**src/pmsr_cfg.svh**
```systemverilog
/*
 pmsr_cfg.svh: register numbers, field positions, reset values and frame
 layout for the per-port management register set.
 Assumes it is included by bare name, and only after the timescale and
 nettype lines of the including file.
*/
`ifndef PMSR_CFG_SVH
`define PMSR_CFG_SVH

// register numbers on the management bus
`define PMSR_REG_CONTROL        5'h00
`define PMSR_REG_STATUS         5'h01
`define PMSR_REG_ID_HIGH        5'h02
`define PMSR_REG_ID_LOW         5'h03
`define PMSR_REG_ADVERTISE      5'h04
`define PMSR_REG_PARTNER        5'h05

// basic_control low bits
`define PMSR_CTL_XOVER_OFF      3
`define PMSR_CTL_FAULT_OFF      2
`define PMSR_CTL_TX_OFF         1
`define PMSR_CTL_INDICATOR_OFF  0
`define PMSR_CTL_HI             3
`define PMSR_CTL_RESET          4'h0

// basic_status bits
`define PMSR_STS_FOUR_PAIR      15
`define PMSR_STS_ABLE_HI        14
`define PMSR_STS_ABLE_LO        11
`define PMSR_STS_ABLE_VAL       4'hf
`define PMSR_STS_NEG_DONE       5
`define PMSR_STS_FAR_FAULT      4
`define PMSR_STS_NEG_ABLE       3
`define PMSR_STS_LINK           2
`define PMSR_STS_EXTENDED       0

// autoneg_advertise and partner_ability fields
`define PMSR_ADV_PAUSE          10
`define PMSR_ABLE_HI            8
`define PMSR_ABLE_LO            5
`define PMSR_SEL_HI             4
`define PMSR_SEL_LO             0
`define PMSR_SEL_VAL            5'h01
`define PMSR_ADV_PAUSE_RESET    1'h1
`define PMSR_ADV_ABLE_RESET     4'hf
`define PMSR_PARTNER_RESET      4'h0

// frame layout: header is start(2) op(2) phy(5) reg(5), sent msb first
`define PMSR_PREAMBLE_BITS      6'h20
`define PMSR_HDR_LAST           5'h0d
`define PMSR_TURN_LAST          5'h01
`define PMSR_DATA_LAST          5'h0f
`define PMSR_HDR_ST_HI          13
`define PMSR_HDR_ST_LO          12
`define PMSR_HDR_OP_HI          11
`define PMSR_HDR_OP_LO          10
`define PMSR_HDR_PHY_HI         9
`define PMSR_HDR_PHY_LO         5
`define PMSR_HDR_REG_HI         4
`define PMSR_HDR_REG_LO         0
`define PMSR_START_CODE         2'h1
`define PMSR_OP_READ            2'h2
`define PMSR_OP_WRITE           2'h1

`endif

```
**src/pmsr_pkg.sv**
```systemverilog
/*
 pmsr_pkg: types shared by the management register set.
 Assumes nothing of its surroundings.
*/
`default_nettype none

package pmsr_pkg;

    // serial frame engine phases
    typedef enum logic [1:0]
    {
        PMSR_IDLE,
        PMSR_HDR,
        PMSR_TURN,
        PMSR_DATA
    } pmsr_frame_state_t;

endpackage

`default_nettype wire

```
**src/pmsr_pin_sync.sv**
```systemverilog
/*
 pmsr_pin_sync: two-flop synchroniser for a group of pins, with a rising
 edge pulse per pin taken from the synchronised level.
 Assumes the pins are asynchronous to clk and change far slower than clk.
*/
`timescale 1ns/10ps
`default_nettype none

module pmsr_pin_sync #(
    parameter int WIDTH = 2
) (
    input  wire logic             clk,
    input  wire logic             rst_b,
    input  wire logic [WIDTH-1:0] pinIn,
    output logic      [WIDTH-1:0] level,
    output logic      [WIDTH-1:0] rise
);

    genvar g;

    generate
        for (g = 0; g < WIDTH; g = g + 1)
        begin : gen_pin
            logic meta_ff;
            logic sync_ff;
            logic prev_ff;

            // meta_ff feeds sync_ff only
            always_ff @(posedge clk or negedge rst_b)
            begin
                if (!rst_b)
                begin
                    meta_ff <= 1'b0;
                    sync_ff <= 1'b0;
                    prev_ff <= 1'b0;
                end
                else
                begin
                    meta_ff <= pinIn[g];
                    sync_ff <= meta_ff;
                    prev_ff <= sync_ff;
                end
            end

            assign level[g] = sync_ff;
            assign rise[g]  = sync_ff & ~prev_ff;
        end
    endgenerate

endmodule

`default_nettype wire

```
**src/pmsr_regs.sv**
```systemverilog
/*
 pmsr_regs: per-port management register set behind the serial management
 bus (clock pin plus two-way data pin), with its frame engine.
 Assumes the bus clock is far slower than clk (at least 8 clk per period),
 that status and partner inputs come from logic on clk, and that phyAddr
 is held stable.
*/
`timescale 1ns/10ps
`default_nettype none
`include "pmsr_cfg.svh"

module pmsr_regs #(
    parameter logic [15:0] ID_HIGH = 16'h5a5a,  // arbitrary value
    parameter logic [15:0] ID_LOW  = 16'ha5a5   // arbitrary value
) (
    input  wire logic       clk,
    input  wire logic       rst_b,
    input  wire logic       mdc,
    input  wire logic       mdioIn,
    output logic            mdioOut,
    output logic            mdioOe,
    input  wire logic [4:0] phyAddr,
    input  wire logic       negotiationDone,
    input  wire logic       farEndFault,
    input  wire logic       linkUp,
    input  wire logic [3:0] partnerAble,
    output logic            crossoverAutoOff,
    output logic            farEndFaultOff,
    output logic            transmitOff,
    output logic            indicatorOff,
    output logic            advPause,
    output logic      [3:0] advAble
);

    import pmsr_pkg::*;

    // register number compare, used by read select and write decode
    function automatic logic regIs(input logic [4:0] addr, input logic [4:0] which);
        regIs = (addr == which);
    endfunction

    logic [1:0]        pinLevel;
    logic [1:0]        pinRise;
    logic              mdcRise;
    logic              mdioBit;

    pmsr_frame_state_t state_ff;
    pmsr_frame_state_t nxt_state;
    logic [5:0]        ones_ff;
    logic [5:0]        nxt_ones;
    logic [4:0]        cnt_ff;
    logic [4:0]        nxt_cnt;
    logic [13:0]       hdr_ff;
    logic [13:0]       nxt_hdr;
    logic [15:0]       data_ff;
    logic [15:0]       nxt_data;
    logic              isRead_ff;
    logic              nxt_isRead;
    logic [4:0]        regAddr_ff;
    logic [4:0]        nxt_regAddr;
    logic              mdioOut_ff;
    logic              nxt_mdioOut;
    logic              mdioOe_ff;
    logic              nxt_mdioOe;

    logic [`PMSR_CTL_HI:0] ctl_ff;
    logic                  pause_ff;
    logic [3:0]            able_ff;

    // both pins go through the same delay, so bit and clock stay aligned
    pmsr_pin_sync #(
        .WIDTH (2)
    ) u_pin_sync (
        .clk   (clk),
        .rst_b (rst_b),
        .pinIn ({mdioIn, mdc}),
        .level (pinLevel),
        .rise  (pinRise)
    );

    assign mdcRise = pinRise[0];
    assign mdioBit = pinLevel[1];

    // header fields as they stand once the last header bit arrives
    wire [13:0] hdrWord   = {hdr_ff[12:0], mdioBit};
    wire        hdrStart  = hdrWord[`PMSR_HDR_ST_HI:`PMSR_HDR_ST_LO] == `PMSR_START_CODE;
    wire [1:0]  hdrOp     = hdrWord[`PMSR_HDR_OP_HI:`PMSR_HDR_OP_LO];
    wire        hdrMine   = hdrWord[`PMSR_HDR_PHY_HI:`PMSR_HDR_PHY_LO] == phyAddr;
    wire [4:0]  hdrReg    = hdrWord[`PMSR_HDR_REG_HI:`PMSR_HDR_REG_LO];
    wire        hdrRead   = hdrStart && hdrMine && (hdrOp == `PMSR_OP_READ);
    wire        hdrWrite  = hdrStart && hdrMine && (hdrOp == `PMSR_OP_WRITE);
    wire        preambleOk = (ones_ff == `PMSR_PREAMBLE_BITS);

    // register images
    logic [15:0] controlWord;
    logic [15:0] statusWord;
    logic [15:0] advertWord;
    logic [15:0] partnerWord;

    always_comb
    begin
        controlWord = 16'h0000;
        controlWord[`PMSR_CTL_HI:0] = ctl_ff;
    end

    always_comb
    begin
        statusWord = 16'h0000;
        statusWord[`PMSR_STS_FOUR_PAIR] = 1'b0;
        statusWord[`PMSR_STS_ABLE_HI:`PMSR_STS_ABLE_LO] = `PMSR_STS_ABLE_VAL;
        statusWord[`PMSR_STS_NEG_DONE]  = negotiationDone;
        statusWord[`PMSR_STS_FAR_FAULT] = farEndFault;
        statusWord[`PMSR_STS_NEG_ABLE]  = 1'b1;
        statusWord[`PMSR_STS_LINK]      = linkUp;
        statusWord[`PMSR_STS_EXTENDED]  = 1'b0;
    end

    always_comb
    begin
        advertWord = 16'h0000;
        advertWord[`PMSR_ADV_PAUSE] = pause_ff;
        advertWord[`PMSR_ABLE_HI:`PMSR_ABLE_LO] = able_ff;
        advertWord[`PMSR_SEL_HI:`PMSR_SEL_LO] = `PMSR_SEL_VAL;
    end

    always_comb
    begin
        partnerWord = 16'h0000;
        partnerWord[`PMSR_ABLE_HI:`PMSR_ABLE_LO] = partnerAble;
        partnerWord[`PMSR_SEL_HI:`PMSR_SEL_LO] = `PMSR_SEL_VAL;
    end

    // read select; unmapped register numbers read as zero
    wire [15:0] readWord =
        regIs(hdrReg, `PMSR_REG_CONTROL)   ? controlWord :
        regIs(hdrReg, `PMSR_REG_STATUS)    ? statusWord  :
        regIs(hdrReg, `PMSR_REG_ID_HIGH)   ? ID_HIGH     :
        regIs(hdrReg, `PMSR_REG_ID_LOW)    ? ID_LOW      :
        regIs(hdrReg, `PMSR_REG_ADVERTISE) ? advertWord  :
        regIs(hdrReg, `PMSR_REG_PARTNER)   ? partnerWord : 16'h0000;

    // frame engine; everything advances on a synchronised bus clock rise
    always_comb
    begin
        nxt_state   = state_ff;
        nxt_ones    = ones_ff;
        nxt_cnt     = cnt_ff;
        nxt_hdr     = hdr_ff;
        nxt_data    = data_ff;
        nxt_isRead  = isRead_ff;
        nxt_regAddr = regAddr_ff;
        nxt_mdioOut = mdioOut_ff;
        nxt_mdioOe  = mdioOe_ff;
        if (mdcRise)
        begin
            case (state_ff)
                PMSR_IDLE:
                begin
                    if (mdioBit)
                    begin
                        if (!preambleOk)
                        begin
                            nxt_ones = ones_ff + 6'h01;
                        end
                    end
                    else
                    begin
                        // a zero after a full preamble is the first start bit
                        nxt_ones = 6'h00;
                        if (preambleOk)
                        begin
                            nxt_state = PMSR_HDR;
                            nxt_hdr   = {13'h0, mdioBit};
                            nxt_cnt   = 5'h01;
                        end
                    end
                end
                PMSR_HDR:
                begin
                    nxt_hdr = hdrWord;
                    nxt_cnt = cnt_ff + 5'h01;
                    if (cnt_ff == `PMSR_HDR_LAST)
                    begin
                        nxt_cnt     = 5'h00;
                        nxt_isRead  = hdrRead;
                        nxt_regAddr = hdrReg;
                        nxt_data    = readWord;
                        // frames for another port or with bad codes are dropped
                        nxt_state   = (hdrRead || hdrWrite) ? PMSR_TURN : PMSR_IDLE;
                    end
                end
                PMSR_TURN:
                begin
                    nxt_cnt = cnt_ff + 5'h01;
                    if (cnt_ff == 5'h00)
                    begin
                        nxt_mdioOe  = isRead_ff;
                        nxt_mdioOut = 1'b0;
                    end
                    if (cnt_ff == `PMSR_TURN_LAST)
                    begin
                        nxt_cnt   = 5'h00;
                        nxt_state = PMSR_DATA;
                        if (isRead_ff)
                        begin
                            nxt_mdioOut = data_ff[15];
                            nxt_data    = {data_ff[14:0], 1'b0};
                        end
                    end
                end
                PMSR_DATA:
                begin
                    nxt_cnt     = cnt_ff + 5'h01;
                    nxt_data    = {data_ff[14:0], mdioBit};
                    nxt_mdioOut = isRead_ff ? data_ff[15] : 1'b0;
                    if (cnt_ff == `PMSR_DATA_LAST)
                    begin
                        nxt_cnt     = 5'h00;
                        nxt_state   = PMSR_IDLE;
                        nxt_mdioOe  = 1'b0;
                        nxt_mdioOut = 1'b0;
                    end
                end
                default:
                begin
                    nxt_state  = PMSR_IDLE;
                    nxt_mdioOe = 1'b0;
                end
            endcase
        end
    end

    always_ff @(posedge clk or negedge rst_b)
    begin
        if (!rst_b)
        begin
            state_ff   <= PMSR_IDLE;
            ones_ff    <= 6'h00;
            cnt_ff     <= 5'h00;
            hdr_ff     <= 14'h0000;
            data_ff    <= 16'h0000;
            isRead_ff  <= 1'b0;
            regAddr_ff <= 5'h00;
            mdioOut_ff <= 1'b0;
            mdioOe_ff  <= 1'b0;
        end
        else
        begin
            state_ff   <= nxt_state;
            ones_ff    <= nxt_ones;
            cnt_ff     <= nxt_cnt;
            hdr_ff     <= nxt_hdr;
            data_ff    <= nxt_data;
            isRead_ff  <= nxt_isRead;
            regAddr_ff <= nxt_regAddr;
            mdioOut_ff <= nxt_mdioOut;
            mdioOe_ff  <= nxt_mdioOe;
        end
    end

    // write lands on the rise that carries the last data bit
    wire        wrFire  = mdcRise && (state_ff == PMSR_DATA) && (cnt_ff == `PMSR_DATA_LAST)
                          && !isRead_ff;
    wire [15:0] wrWord  = {data_ff[14:0], mdioBit};
    wire        wrCtl   = wrFire && regIs(regAddr_ff, `PMSR_REG_CONTROL);
    wire        wrAdv   = wrFire && regIs(regAddr_ff, `PMSR_REG_ADVERTISE);

    // only the writable fields are stored; other bits are rebuilt on read
    always_ff @(posedge clk or negedge rst_b)
    begin
        if (!rst_b)
        begin
            ctl_ff   <= `PMSR_CTL_RESET;
            pause_ff <= `PMSR_ADV_PAUSE_RESET;
            able_ff  <= `PMSR_ADV_ABLE_RESET;
        end
        else
        begin
            if (wrCtl)
            begin
                ctl_ff <= wrWord[`PMSR_CTL_HI:0];
            end
            if (wrAdv)
            begin
                pause_ff <= wrWord[`PMSR_ADV_PAUSE];
                able_ff  <= wrWord[`PMSR_ABLE_HI:`PMSR_ABLE_LO];
            end
        end
    end

    assign crossoverAutoOff = ctl_ff[`PMSR_CTL_XOVER_OFF];
    assign farEndFaultOff   = ctl_ff[`PMSR_CTL_FAULT_OFF];
    assign transmitOff      = ctl_ff[`PMSR_CTL_TX_OFF];
    assign indicatorOff     = ctl_ff[`PMSR_CTL_INDICATOR_OFF];
    assign advPause         = pause_ff;
    assign advAble          = able_ff;
    assign mdioOut          = mdioOut_ff;
    assign mdioOe           = mdioOe_ff;

endmodule

`default_nettype wire

```
**config.mk**
```make
export PLATFORM = sky130hd
export DESIGN_NAME = pmsr_regs
export DESIGN_NICKNAME = d
export VERILOG_FILES = /design/src/pmsr_pkg.sv /design/src/pmsr_pin_sync.sv /design/src/pmsr_regs.sv
export VERILOG_INCLUDE_DIRS = /design/src
export SDC_FILE = /design/constraint.sdc
export NUM_CORES = 1
export LEC_CHECK = 0
export BUFFER_PORTS_ARGS = -buffer_cell sky130_fd_sc_hd__buf_2
export CORE_MARGIN = 5
export CORE_UTILIZATION = 64
export DETAILED_ROUTE_END_ITERATION = 6
export HOLD_SLACK_MARGIN = 0.03
export MAX_ROUTING_LAYER = met4
export PLACE_DENSITY = 0.84
export SLEW_MARGIN = 5
export SYNTH_ARGS = -nofsm -noshare
export SYNTH_HDL_FRONTEND = slang
export SYNTH_SLANG_ARGS = --single-unit
```
**constraint.sdc**
```tcl
create_clock -name clk -period 3.46 [get_ports clk]
set_input_delay 0.692 -clock clk [delete_from_list [all_inputs] [get_ports clk]]
set_output_delay 0.692 -clock clk [all_outputs]
set_load 0.01 [all_outputs]
```
# [Word-level counts from Yosys, hierarchy flattened]
# Index checks and enable logic that the tools add are counted.
[op_classes] addsub=2 n_eq_ne=25 n_mux=37 bitwise=2 reduce_logical=25
[op_table] op="$mux 16" count=7
[op_table] op="$pmux 16 s3" count=1
[op_table] op="$mux 13" count=2
[op_table] op="$pmux 13 s2" count=1
[op_table] op="$mux 5" count=5
[op_table] op="$pmux 5 s4" count=1
[op_table] op="$ne 2x2->1 const B" count=8
[op_table] op="$eq 5x3->1 const B" count=3
[op_table] op="$logic_not 5->1" count=3
[op_table] op="$mux 2" count=6
[op_table] op="$mux 6" count=2
[op_table] op="$mux 11" count=1
[op_table] op="$eq 5x1->1 const B" count=2
[op_table] op="$eq 5x2->1 const B" count=2
[op_table] op="$eq 5x4->1 const B" count=2
[op_table] op="$mux 9" count=1
[op_table] op="$reduce_and 3->1" count=3
[op_table] op="$logic_and 1x1->1" count=8
[op_table] op="$pmux 2 s4" count=1
[op_table] op="$reduce_and 4->1" count=2
[op_table] op="$mux 1" count=7
[op_table] op="$add 6x1->6 const B" count=1
[op_table] op="$eq 2x1->1 const B" count=3
[op_table] op="$eq 2x2->1 const B" count=3
[op_table] op="other kinds (14)" count=16
[word_totals] reg_bits=64 in_bits=16 out_inout_bits=11 elab_cells=108

# [Depth between registers and ports, before layout]
# Gate-level depths: netlist of the first run.
[depth] depth_word=9 mapped_depth=8 depth_no_buf=8

# [Modules after synthesis]
# From an unflattened synthesis of the first run, not the netlist that was laid out.
[hier_totals] cells_unflattened=302 area_unflattened_um2=3273.1
[by_module_without_submodules] mod="pmsr_regs" n_inst=1 cells_each=292 area_each_um2=3080.5 seq_area_each_um2=1482.7
[by_module_without_submodules] mod="pmsr_pin_sync" n_inst=1 cells_each=10 area_each_um2=192.7 seq_area_each_um2=150.1

# [Worst setup path after synthesis of the first run]
# Ideal clock, no wire load.
[synth_path] path_type="flip-flop to flip-flop" startpoint="register cnt_ff[0]" endpoint="register ctl_ff[0]" setup_ns=0.125 arrival_ns=1.630 t_required_ns=3.335 path_slack_ns=1.706 stages_incl_launch_ff=8 n_path_buf=0 period_less_slack_ns=1.754 path_cell_list="dfrtp_1 > ha_1 > nand3_1 > inv_1 > ha_1 > nor4b_2 > and3b_1 > mux2_2"
[synth_between] elab_chain_len=4
[synth_lines] element="start, declared" line="pmsr_regs.sv:51" rtl="logic [4:0] cnt_ff;"
[synth_lines] element="start signal, assigned" line="pmsr_regs.sv:251" rtl="cnt_ff <= nxt_cnt;"
[synth_lines] element="$eq 5x4->1 (no line)"
[synth_lines] element="$logic_and 1x1->1 (2 in a row)" line="pmsr_regs.sv:262" rtl="wire wrFire = mdcRise && (state_ff == PMSR_DATA) && (cnt_ff == `PMSR_DATA_LAST)"
[synth_lines] element="$logic_and 1x1->1" line="pmsr_regs.sv:265" rtl="wire wrCtl = wrFire && regIs(regAddr_ff, `PMSR_REG_CONTROL);"
[synth_lines] element="end signal, assigned" line="pmsr_regs.sv:273" rtl="ctl_ff <= `PMSR_CTL_RESET;"
[synth_lines] element="end signal, assigned" line="pmsr_regs.sv:281" rtl="ctl_ff <= wrWord[`PMSR_CTL_HI:0];"
[synth_lines] element="end, declared" line="pmsr_regs.sv:66" rtl="logic [`PMSR_CTL_HI:0] ctl_ff;"
# Every way passes these cells.
# A chain may end at the register's enable or synchronous reset.

# [Worst setup path after layout of the first run]
[layout_path] startpoint="register u_pin_sync.gen_pin[1].sync_ff" endpoint="register data_ff[8]"
[layout_between] elab_chain_len=9 word_cells_on_any_way=14 cone_classes="5 x eq/ne; 8 x mux; 1 x reduce/logical"
[layout_lines] element="start, declared" line="pmsr_pin_sync.sv:25" rtl="logic sync_ff;"
[layout_lines] element="start signal, assigned" line="pmsr_pin_sync.sv:40" rtl="sync_ff <= meta_ff;"
[layout_lines] element="$eq 5x3->1" line="pmsr_regs.sv:39" rtl="regIs = (addr == which);"
[layout_lines] element="$mux 9" line="pmsr_regs.sv:140" rtl="regIs(hdrReg, `PMSR_REG_PARTNER) ? partnerWord : 16'h0000;"
[layout_lines] element="$mux 11" line="pmsr_regs.sv:139" rtl="regIs(hdrReg, `PMSR_REG_ADVERTISE) ? advertWord :"
[layout_lines] element="$mux 16" line="pmsr_regs.sv:138" rtl="regIs(hdrReg, `PMSR_REG_ID_LOW) ? ID_LOW :"
[layout_lines] element="$mux 16" line="pmsr_regs.sv:137" rtl="regIs(hdrReg, `PMSR_REG_ID_HIGH) ? ID_HIGH :"
[layout_lines] element="$mux 16" line="pmsr_regs.sv:136" rtl="regIs(hdrReg, `PMSR_REG_STATUS) ? statusWord :"
[layout_lines] element="$mux 16 (*)" line="pmsr_regs.sv:135" rtl="regIs(hdrReg, `PMSR_REG_CONTROL) ? controlWord :"
[layout_lines] element="$mux 16 (*)" line="pmsr_regs.sv:182" rtl="if (cnt_ff == `PMSR_HDR_LAST)"
[layout_lines] element="$pmux 16 s3 (*)" line="pmsr_regs.sv:156" rtl="case (state_ff)"
[layout_lines] element="end signal, assigned" line="pmsr_regs.sv:253" rtl="data_ff <= nxt_data;"
[layout_lines] element="end, declared" line="pmsr_regs.sv:55" rtl="logic [15:0] data_ff;"
# Mark *: on every way between the ends. The rest lies on a longest branch, timed or not. The select of a mux whose other input is x is not followed.

==> results.md, run 1 <==
- Status: completed
- Diodes inserted: 0
- Share of the yosys chip area belonging to registers: 0.4733
- Hpwl dp: roughly 4.6 mm
- Final Hold Fails: 0
- Type of the worst setup path: flip-flop to flip-flop
- Synth cell count leaders: 59 x dfrtp_1, 25 x nand2_1, 18 x a21oi_1
- Die area: 6865 µm²
- Leakage power: about 1.7 nW
- Clock power frac: 0.227
- Post-synth ARST share: 1.000
- Path type of the worst min-delay path: flip-flop to flip-flop
- Detailed router's first-iteration violation count: ~230
- Cts repair resizes: 0
- Mean Syn Cell Area: around 11 µm²
- Fmax: around 440 MHz
- Relative slew margins: 0.3562
- Die X-Extent: 82.86 µm
- Area Overhead vs Synth: 10.24%
- Count of state elements after synthesis: 64
- Psw: between 0.001 and 0.0015 W
- Startpoint types: flip-flop
- Wl on met1: ~3.3 mm
- DRC Markers: 0
- Top sig layer: met4
- Largest net degree at the start of global routing: 65
- Global-route wire length before repair: about 12 mm
- Post-route ant nets: 0
- Via count: around 2600
- Cts hold-fix bufs: 0
- Cell-internal power: between 0.0015 and 0.002 W
- Top cells by area, synth: dfrtp_1 43%, mux2_2 5.0%, a22o_1 4.4%, dfstp_2 3.9%, nand2_1 2.8%
- Total wire length: between 7 and 8 mm
- Initial antenna violation count: 0
- Synthesized cell area: ~3400 µm²
- Setup TNS: 0 ps
- Clk buf depth: 2
- Post-layout util: 0.7286
- Register share of total power: 0.426
- Overall die height: 82.86 µm
- Unique cell type count in the Yosys netlist: 63
- Clock latency on the worst-skew pair: about 340 ps
- Synth Net Count: about 340
- Vias/cell: approximately 6.2
- Worst Max-Slew Pin Slew: slightly below 1000 ps
- Met3 WL: roughly 360 µm
- TritonCTS clock tree: yes
- CTS clk-pin slew, worst paths: around 70 ps
- CTS buffer count: 9
- Part of the power in combinational logic: 0.347
- Total grt overflow: 0
- Routability cong.: around 0.82
- RSZ-0062 raised after global routing: no
- Top Ports: 27
- Starting Density: 0.6609
- Endpoints failing setup: 0
- Synth Instances: 320
- Leading area contributor after synthesis: dfrtp_1
- Period utilization: 0.6516
- CTS root buf: clkbuf_8
- I/O Buffers: 26
- WP data required: between 3000 and 4000 ps
- Synth Flop Type: dfrtp_1
- Clock net sink count: 64
- Global Route Usage Sum: 0.2205
- Worst Path Max Fanout: 27
- Nature of the critical path endpoint: flip-flop
- Post-synth top area share: 0.4346
- Post-synth EDFFs: 0
- First drt pass iteration count: 4
- Power per Cell Area: 775.9 nW/µm²
- Number of global-route vias before repair: about 2500
- Min Tclk post-route: between 2000 and 2500 ps
- Wirelength per Cell: between 15 and 20 µm
- Synthesis Warnings: 0
- Seq. cell area: about 1600 µm²
- # nets final: 363
- Post-CTS Setup Inserts: 0
- Sw Ratio: 0.4030
- WL met2: around 3.3 mm
- Worst path arrival time: around 2500 ps
- Most frequent cell after synthesis: dfrtp_1
- Maximum VDD drop: about 420 µV
- Core Area: a little over 5000 µm²
- H-tree Lvls: 3
- Fill cells: ~390
- Layout cell share with drive strength beyond 1: 0.2290
- Row count: 26
- Worst Skew: 9.231 ps
- Slew Limit Fails: 0
- Area occupied by multi-input gates: about 1600 µm²
- MaxCap Viol Count: 0
## kinds of logic after synthesis
family                     count (synthesis)  share of synthesized area
xor gates and xnor gates                   8                    0.02063
DFF                                       64                     0.4733
adders and majority gates                  7                    0.02578
and+or+nand+nor                           96                     0.1768
AOI/OAI and AO/OA                         91                     0.1945
muxes                                     19                    0.06225
buffers and inverters                     35                    0.04678
## path summary, 6_finish.rpt
path | cells past startpoint | startpoint | endpoint | slack [ps]
max in group asynchronous | 2 | rst_b | isRead_ff | 2430
max | 4 | u_pin_sync.gen_pin[1].sync_ff | data_ff[8] | 1210
min | 0 | u_pin_sync.gen_pin[1].meta_ff | u_pin_sync.gen_pin[1].sync_ff | 350
min reg2reg | 0 | u_pin_sync.gen_pin[1].meta_ff | u_pin_sync.gen_pin[1].sync_ff | 350
min in group asynchronous | 2 | rst_b | data_ff[1] | 520
max reg2reg | 4 | u_pin_sync.gen_pin[1].sync_ff | data_ff[8] | 1210
## layout by cell type (no fill, tap or decap), drive strengths merged, types with 2 or more instances in the layout
master / netlist / final
nand2b: 5 / 5
a32o: 3 / 3
a2bb2oi: 3 / 3
nor2b: 4 / 4
xnor2: 2 / 2
buf: 18 / 30
mux2: 17 / 17
o2111ai: 2 / 2
nand3: 13 / 13
mux2i: 2 / 2
inv: 14 / 14
nand2: 26 / 26
nand4: 5 / 5
nor4b: 6 / 6
a22oi: 4 / 4
or2: 2 / 2
a22o: 17 / 17
nand3b: 2 / 2
clkinv: 0 / 4
a32oi: 2 / 2
clkbuf: 3 / 10
a31oi: 9 / 9
o31ai: 2 / 2
nor3: 9 / 9
xor2: 6 / 6
nor4bb: 4 / 4
a21o: 2 / 2
a21oi: 18 / 18
dfrtp: 59 / 59
nor4: 5 / 5
dfstp: 5 / 5
nor2: 7 / 7
a311oi: 3 / 3
ha: 7 / 7
o22ai: 3 / 3
o21ai: 12 / 12
## power by group through the flow
| stage | Sequential [W] | Clock (W) | Combinational [W] |
|---|---|---|---|
| finish | 0.00124 | 0.000659 | 0.00101 |
| global route | 0.00127 | 0.000706 | 0.00113 |
| CTS | 0.00123 | 0.000668 | 0.00101 |
| detailed placement | 0.00124 | 0 | 0.000990 |
| global placement | 0.00123 | 0 | 0.000964 |
| floorplan | 0.00110 | 0 | 0.000907 |
## layer usage
metal	track usage	vias up
met4	0.09510	0
met2	0.3200	62
met3	0.04554	12
met5	-	-
li1	-	1254
met1	0.3015	1259
## stage by stage
step | cell area, µm² | instances | hold slack, ps | total power [W] | setup slack, ps
after floorplan | 3397 | 320 | 331.2 | 0.002010 | 1706
after global placement | 3538 | 399 | 332.4 | 0.002193 | 1260
after detailed placement | 3538 | 399 | 340.4 | 0.002231 | 1242
after CTS | 3745 | 415 | 356.7 | 0.002906 | 1243
after global routing | 3745 | 415 | 372.2 | 0.003110 | 1069
final | 3745 | 415 | 353.2 | 0.002906 | 1205
## registers in the layout, summed over array words and instances (netlist names), named ones only
signal	cells
data_ff	16
hdr_ff	13
ones_ff	6
cnt_ff	5
regAddr_ff	5
advAble	4
ctl_ff	4
u_pin_sync.gen_pin.meta_ff	2
u_pin_sync.gen_pin.sync_ff	2
advPause	1
isRead_ff	1
mdioOe	1
mdioOut	1
state_ff	1
u_pin_sync.gen_pin.prev_ff	1
## worst max-delay path: stages, from the launching register on
cell       delay [ps]
dfrtp_1           980
nor4b_4           510
nand2_1           190
a311oi_1          310
a2bb2oi_1         190
## cell type report
type / instances / area share
clock buffers: 10 / 0.03675
clock inverters: 6 / 0.01838
inverters: 14 / 0.01403
multi-input cells: 221 / 0.4353
flip-flops and latches: 64 / 0.4293
well taps: 70 / 0.02339
repair buffers: 30 / 0.04277
No activity file was read; power rests on OpenSTA's default activity.
==> run 2, diff against run 1 <==
CORE_UTILIZATION = 54   (was 64)
PLACE_DENSITY = 0.76   (was 0.84)
clock period = 2 ns   (was 3.46 ns; I/O delays follow)
==> run 2 against run 1 <==
- total power up 77%
- clock-buffer cell count unchanged
- routed wire length up 4.5%
- clock skew up 0.83 ps
- maximum frequency up 16%
- non-clock buffer count up 17
- core utilization down 8.2 points
- final cell count up 5.3%
- worst setup slack worse by 1100 ps
- critical path type unchanged
- critical endpoint is now cnt_ff[3]
- largest cell class unchanged
==> results.md, run 2 (synthesis results as in run 1) <==
- Overall die height: 89.32 µm (+7.8%)
- Maximum VDD drop: 913.0 µV (+120%)
- Largest register FFs: 16 (unchanged)
- Worst path arrival time: 2160 ps (-360 ps)
- WP data required: 2220 ps (-1510 ps)
- Clock latency on the worst-skew pair: 340 ps (about the same)
- Largest regs: data_ff x16, hdr_ff x13, ones_ff x6
- CTS clk-pin slew, worst paths: 70 ps (about the same)
- Min Tclk post-route: 1936 ps (-318.7 ps)
- Worst Max-Slew Pin Slew: 541.0 ps (-424.7 ps)
- Status: completed
- H-tree Lvls: 3 (unchanged)
- Number of global-route vias before repair: 2648 (+7.5%)
- Fin area: 3894 µm² (+4.0%)
- Fmax: 516.6 MHz (+16%)
- CTS buffer count: 9 (unchanged)
- Row count: 28 (+7.7%)
- Via count: 2677 (+3.5%)
- Relative slew margins: 0.6393 (+0.2832)
- Starting Density: 0.5637 (-0.09716)
- Pwr Total: 0.005138 W (+77%)
- Final Hold Fails: 0 (unchanged)
- Type of the worst setup path: flip-flop to flip-flop
- Leakage power: 1.757 nW (+4.8%)
- CTS root buf: clkbuf_8
- Area Overhead vs Synth: 14.62%
- Post-DP Area: 3662 µm² (+3.5%)
- # nets final: 380 (+4.7%)
- Top Ports: 27 (unchanged)
- Worst Skew: 10.06 ps (+0.8292 ps)
- Layout cell share with drive strength beyond 1: 0.2707 (+0.04173)
- Power per Cell Area: 1320 nW/µm² (+70%)
- I/O Buffers: 26 (unchanged)
- Reg with most FFs: data_ff
- MaxCap Viol Count: 0 (unchanged)
- Initial antenna violation count: 0 (unchanged)
- Routability cong.: 0.8476 (+3.3%)
- Slew Limit Fails: 0 (unchanged)
- Die X-Extent: 89.32 µm (+7.8%)
- Post-route ant nets: 0 (unchanged)
- Non-filler cells in the finished layout: 437 (+5.3%)
- Global Route Usage Sum: 0.2157 (-0.004823)
- Path type of the worst min-delay path: input port to async pin
- Global-route wire length before repair: 12.83 mm (+7.2%)
- First drt pass iteration count: 6 (+2)
- Period utilization: 0.9679 (+0.3163)
- DRC Markers: 0 (unchanged)
- Diodes inserted: 0 (unchanged)
- Clk buf depth: 2 (unchanged)
- Endpoints failing setup: 0 (unchanged)
- Total wire length: 7.337 mm (+4.5%)
- Clock net sink count: 64 (unchanged)
- Core Area: 6026 µm² (+17%)
- Detailed router's first-iteration violation count: 197 (-15%)
- Hpwl dp: 4.994 mm (+8.4%)
- Largest net degree at the start of global routing: 65 (unchanged)
- Most common library cell in the layout ignoring fill and taps: dfrtp_1
- Most frequent cells in the layout: 59 x dfrtp_1, 26 x buf_2, 25 x nand2_1, 19 x buf_4, 18 x a21oi_1
- TritonCTS clock tree: yes
- Wirelength per Cell: 16.79 µm (-0.73%)
- Nature of the critical path endpoint: flip-flop
- Total grt overflow: 0 (unchanged)
- Setup TNS: 0 ps (unchanged)
- DP Cell Count: 418 (+4.8%)
- Min Hold Slack: 47.10 ps (-306.1 ps)
- Worst Path Max Fanout: 8 (-70%)
- Vias/cell: 6.126 (-1.7%)
- Die area: 7977 µm² (+16%)
- Startpoint types: flip-flop
[run 2: routing by layer]
layer	share of wire	global-route usage	vias up
met5	0	-	-
met4	0.016	0.08931	0
met3	0.059	0.04147	12
met2	0.47	0.3014	64
met1	0.46	0.3068	1326
li1	-	-	1275
[run 2: timing repair]
action | 4_1_cts | 5_1_grt
endpoints found under the setup margin | 0 | 10
setup buffers | 0 | 3
hold buffers | 0 | 0
resized for setup | 0 | 5
[run 2: metrics by stage]
step,util,worst slack [ps]
4_1_cts,0.6379,36.45
2_1_floorplan,-,245.7
3_5_place_dp,0.6078,45.23
6_report,0.6462,64.12
5_1_grt,0.6462,-53.73
3_3_place_gp,0.6078,144.9
[run 2: final cells by class]
cell class	instances	area [µm²]
Tap cell	75	93.84
Clock buffer	10	137.6
Inverter	14	52.55
Fill cell	482	2132
Timing Repair Buffer	47	304.0
Sequential cell	64	1608
Clock inverter	6	43.79
Multi-Input combinational cell	221	1654
[run 2: worst max-delay path, cell delays in order, from the launching register on]
cell and delay [ps]:
dfrtp_1 400, ha_2 210, nand3_1 110, inv_1 80, ha_1 160, nand3b_1 220, o221ai_4 190, and3_1 210
a221o_1 250
[run 2: report_power, final]
| part | total (W) | switching, W | internal [W] |
|---|---|---|---|
| Combinational | 0.00203 | 0.00110 | 0.000931 |
| Clock | 0.00101 | 0.000522 | 0.000484 |
| Sequential | 0.00210 | 0.000465 | 0.00164 |
| Total | 0.00514 | 0.00208 | 0.00305 |
[run 2: worst paths after layout]
path	from	to	slack (ps)	cells past startpoint
min reg2reg	u_pin_sync.gen_pin[1].meta_ff	u_pin_sync.gen_pin[1].sync_ff	360	0
min in group clk	mdioIn	u_pin_sync.gen_pin[1].meta_ff	160	1
max in group asynchronous	rst_b	advAble[3]	1630	2
max reg2reg	cnt_ff[0]	cnt_ff[3]	60	8
min	rst_b	ones_ff[5]	50	2
max	cnt_ff[0]	cnt_ff[3]	60	8
==> run 3, diff against run 2 <==
--- a/config.mk
+++ b/config.mk
@@ -19 +19,2 @@
 export SYNTH_SLANG_ARGS = --single-unit
+export TNS_END_PERCENT = 1
==> constraint.sdc (replaced) <==
create_clock -name clk -period 2 [get_ports clk]
set_input_delay 0.2 -clock clk [delete_from_list [all_inputs] [get_ports clk]]
set_output_delay 0.2 -clock clk [all_outputs]
set_load 0.01 [all_outputs]
==> run 3 against run 2 <==
- sequential power about the same
- total power up 0.57%
- worst setup slack better by 40 ps
- clock power is essentially flat
- final cell count grew 1.6%
- sequential cell count did not move
- worst hold slack better by 180 ps
==> results.md, run 3 (synthesis results as in run 1) <==
- Worst slack, placed: 79.50 ps (+34.28 ps)
- Top Ports: 27 (unchanged)
- Layout cell share with drive strength beyond 1: 0.2737 (+0.002995)
- CTS clk-pin slew, worst paths: 70 ps (about the same)
- Period utilization: 0.9479 (-0.02007)
- Maximum VDD drop: 920.2 µV (+0.79%)
- Worst path arrival time: 2120 ps (-40 ps)
- Nature of the critical path endpoint: flip-flop
- Diodes inserted: 0 (unchanged)
- Slowest stage cell, crit path: dfrtp_1
- Core Area: 6026 µm² (unchanged)
- Die X-Extent: 89.32 µm (unchanged)
- Area occupied by multi-input gates: 1659 µm² (+0.30%)
- Wirelength per Cell: 16.65 µm (-0.84%)
- Area Overhead vs Synth: 16.13%
- Cells along the critical path: buf_4 -> ha_1 -> and4b_1 -> o22a_2 -> nand2_4 -> mux2_2
- CTS buffer count: 9 (unchanged)
- Reg with most FFs: data_ff
- Worst Path Buf+Inv: 1 (unchanged)
- DP Cell Count: 420 (+0.48%)
- WP data required: 2220 ps (about the same)
- Clock latency on the worst-skew pair: 340 ps (about the same)
- Path type of the worst min-delay path: input port to flip-flop
- Largest net degree at the start of global routing: 28 (-57%)
- Post-layout util: 0.6547 (+0.008514)
- Status: completed
- Largest delay contributor family on the critical path: flip-flops
- H-tree Lvls: 3 (unchanged)
- Relative slew margins: 0.6393 (about the same)
- Worst Max-Slew Pin Slew: 533.5 ps (-7.475 ps)
- Fill cells: 498 (+3.3%)
- I/O Buffers: 26 (unchanged)
- RSZ-0062 raised after global routing: yes
- Initial antenna violation count: 0 (unchanged)
- First drt pass iteration count: 4 (-2)
- Startpoint types: flip-flop
- Fmax: 527.5 MHz (+2.1%)
- Total wire length: 7.392 mm (+0.75%)
- Slowest stage delay, CP: 400 ps (about the same)
- Min Tclk post-route: 1896 ps (-40.13 ps)
- Final Hold Fails: 0 (unchanged)
- Largest regs: data_ff x16, hdr_ff x13, ones_ff x6
- Worst Skew: 7.710 ps (-2.350 ps)
- Min Hold Slack: 224.1 ps (+177.0 ps)
- Worst Path Max Fanout: 7 (-1)
- Setup slack after layout: 104.3 ps (+40.13 ps)
- Most frequent cells in the layout: 59 x dfrtp_1, 26 x buf_2, 25 x nand2_1, 25 x buf_4, 18 x a21oi_1
- Type of the worst setup path: flip-flop to flip-flop
- DRC Markers: 0 (unchanged)
- Total grt overflow: 0 (unchanged)
- Die area: 7977 µm² (unchanged)
- # nets final: 387 (+1.8%)
- Clock net sink count: 64 (unchanged)
- Slew Limit Fails: 0 (unchanged)
- Vias/cell: 6.092 (-0.55%)
- Global-route wire length before repair: 12.41 mm (-3.3%)
- Hpwl dp: 5.218 mm (+4.5%)
- CTS root buf: clkbuf_8
- Setup TNS: 0 ps (unchanged)
- Global Route Usage Sum: 0.2106 (-0.005051)
- Overall die height: 89.32 µm (unchanged)
- Clk buf depth: 2 (unchanged)
- MaxCap Viol Count: 0 (unchanged)
- Via count: 2705 (+1.0%)
- Largest register FFs: 16 (unchanged)
- Power per Cell Area: 1310 nW/µm² (-0.73%)
- TritonCTS clock tree: yes
- Routability cong.: 0.8469 (about the same)
- Number of global-route vias before repair: 2619 (-1.1%)
- Starting Density: 0.5637 (unchanged)
- Endpoints failing setup: 0 (unchanged)
- Detailed router's first-iteration violation count: 172 (-13%)
- Most common library cell in the layout ignoring fill and taps: dfrtp_1
- Non-filler cells in the finished layout: 444 (+1.6%)
- Row count: 28 (unchanged)
- Seq. cell area: 1608 µm² (unchanged)
- Post-route ant nets: 0 (unchanged)
- Leakage power: 1.800 nW (+2.4%)
-- run 3: cell count changes in the layout (fill, tap and decap cells not counted), sizes merged --
cell,before,now
clkbuf,10,12
dlygate4sd3,0,3
buf,47,51
inv,15,14
clkinv,1,2
clkinvlp,4,2
-- run 3: worst min-delay path, cell delays in order --
cell	delay [ps]
buf_2	90
xnor2_1	90
nand3_1	90
o41ai_1	60
-- run 3: path summary, 6_finish.rpt --
check	slack, ps	cells after the start	to	start
max	100	6	data_ff[15]	cnt_ff[0]
min reg2reg	350	0	u_pin_sync.gen_pin[0].sync_ff	u_pin_sync.gen_pin[0].meta_ff
min in group asynchronous	340	2	ones_ff[0]	rst_b
max in group asynchronous	950	3	advAble[1]	rst_b
max reg2reg	100	6	data_ff[15]	cnt_ff[0]
min	220	4	isRead_ff	phyAddr[0]
-- run 3: cell type report --
type                    instances  area share
repair buffers                 54     0.08817
flip-flops and latches         64      0.4075
clock buffers                  12     0.03933
multi-input cells             221      0.4206
clock inverters                 4    0.007295
inverters                      14     0.01332
well taps                      75     0.02379
-- run 3: per-stage QoR --
| step | area (µm²) | total power [W] |
|---|---|---|
| 2_1_floorplan | 3397 | 0.003477 |
| 3_3_place_gp | 3665 | 0.003983 |
| 4_1_cts | 3879 | 0.005088 |
| 6_report | 3945 | 0.005167 |
| 5_1_grt | 3945 | 0.005548 |
| 3_5_place_dp | 3665 | 0.004052 |
-- run 3: power breakdown --
group / internal (W) / switching [W]
logic: 0.000954 / 0.00112
clock network: 0.000517 / 0.000495
registers: 0.00164 / 0.000446
-- run 3: routing by layer --
layer | routed length, µm | global-route usage | vias up
li1 | - | - | 1293
met1 | 3298 | 0.2804 | 1337
met2 | 3543 | 0.3108 | 66
met3 | 428 | 0.05069 | 9
met4 | 121 | 0.08390 | 0
met5 | 0 | - | -
-- run 3: what timing repair did --
item,in CTS,in global routing
endpoints found under the hold margin,22,0
setup buffers,0,5
hold buffers,3,0
gates resized for setup,0,5
endpoints found under the setup margin,0,11
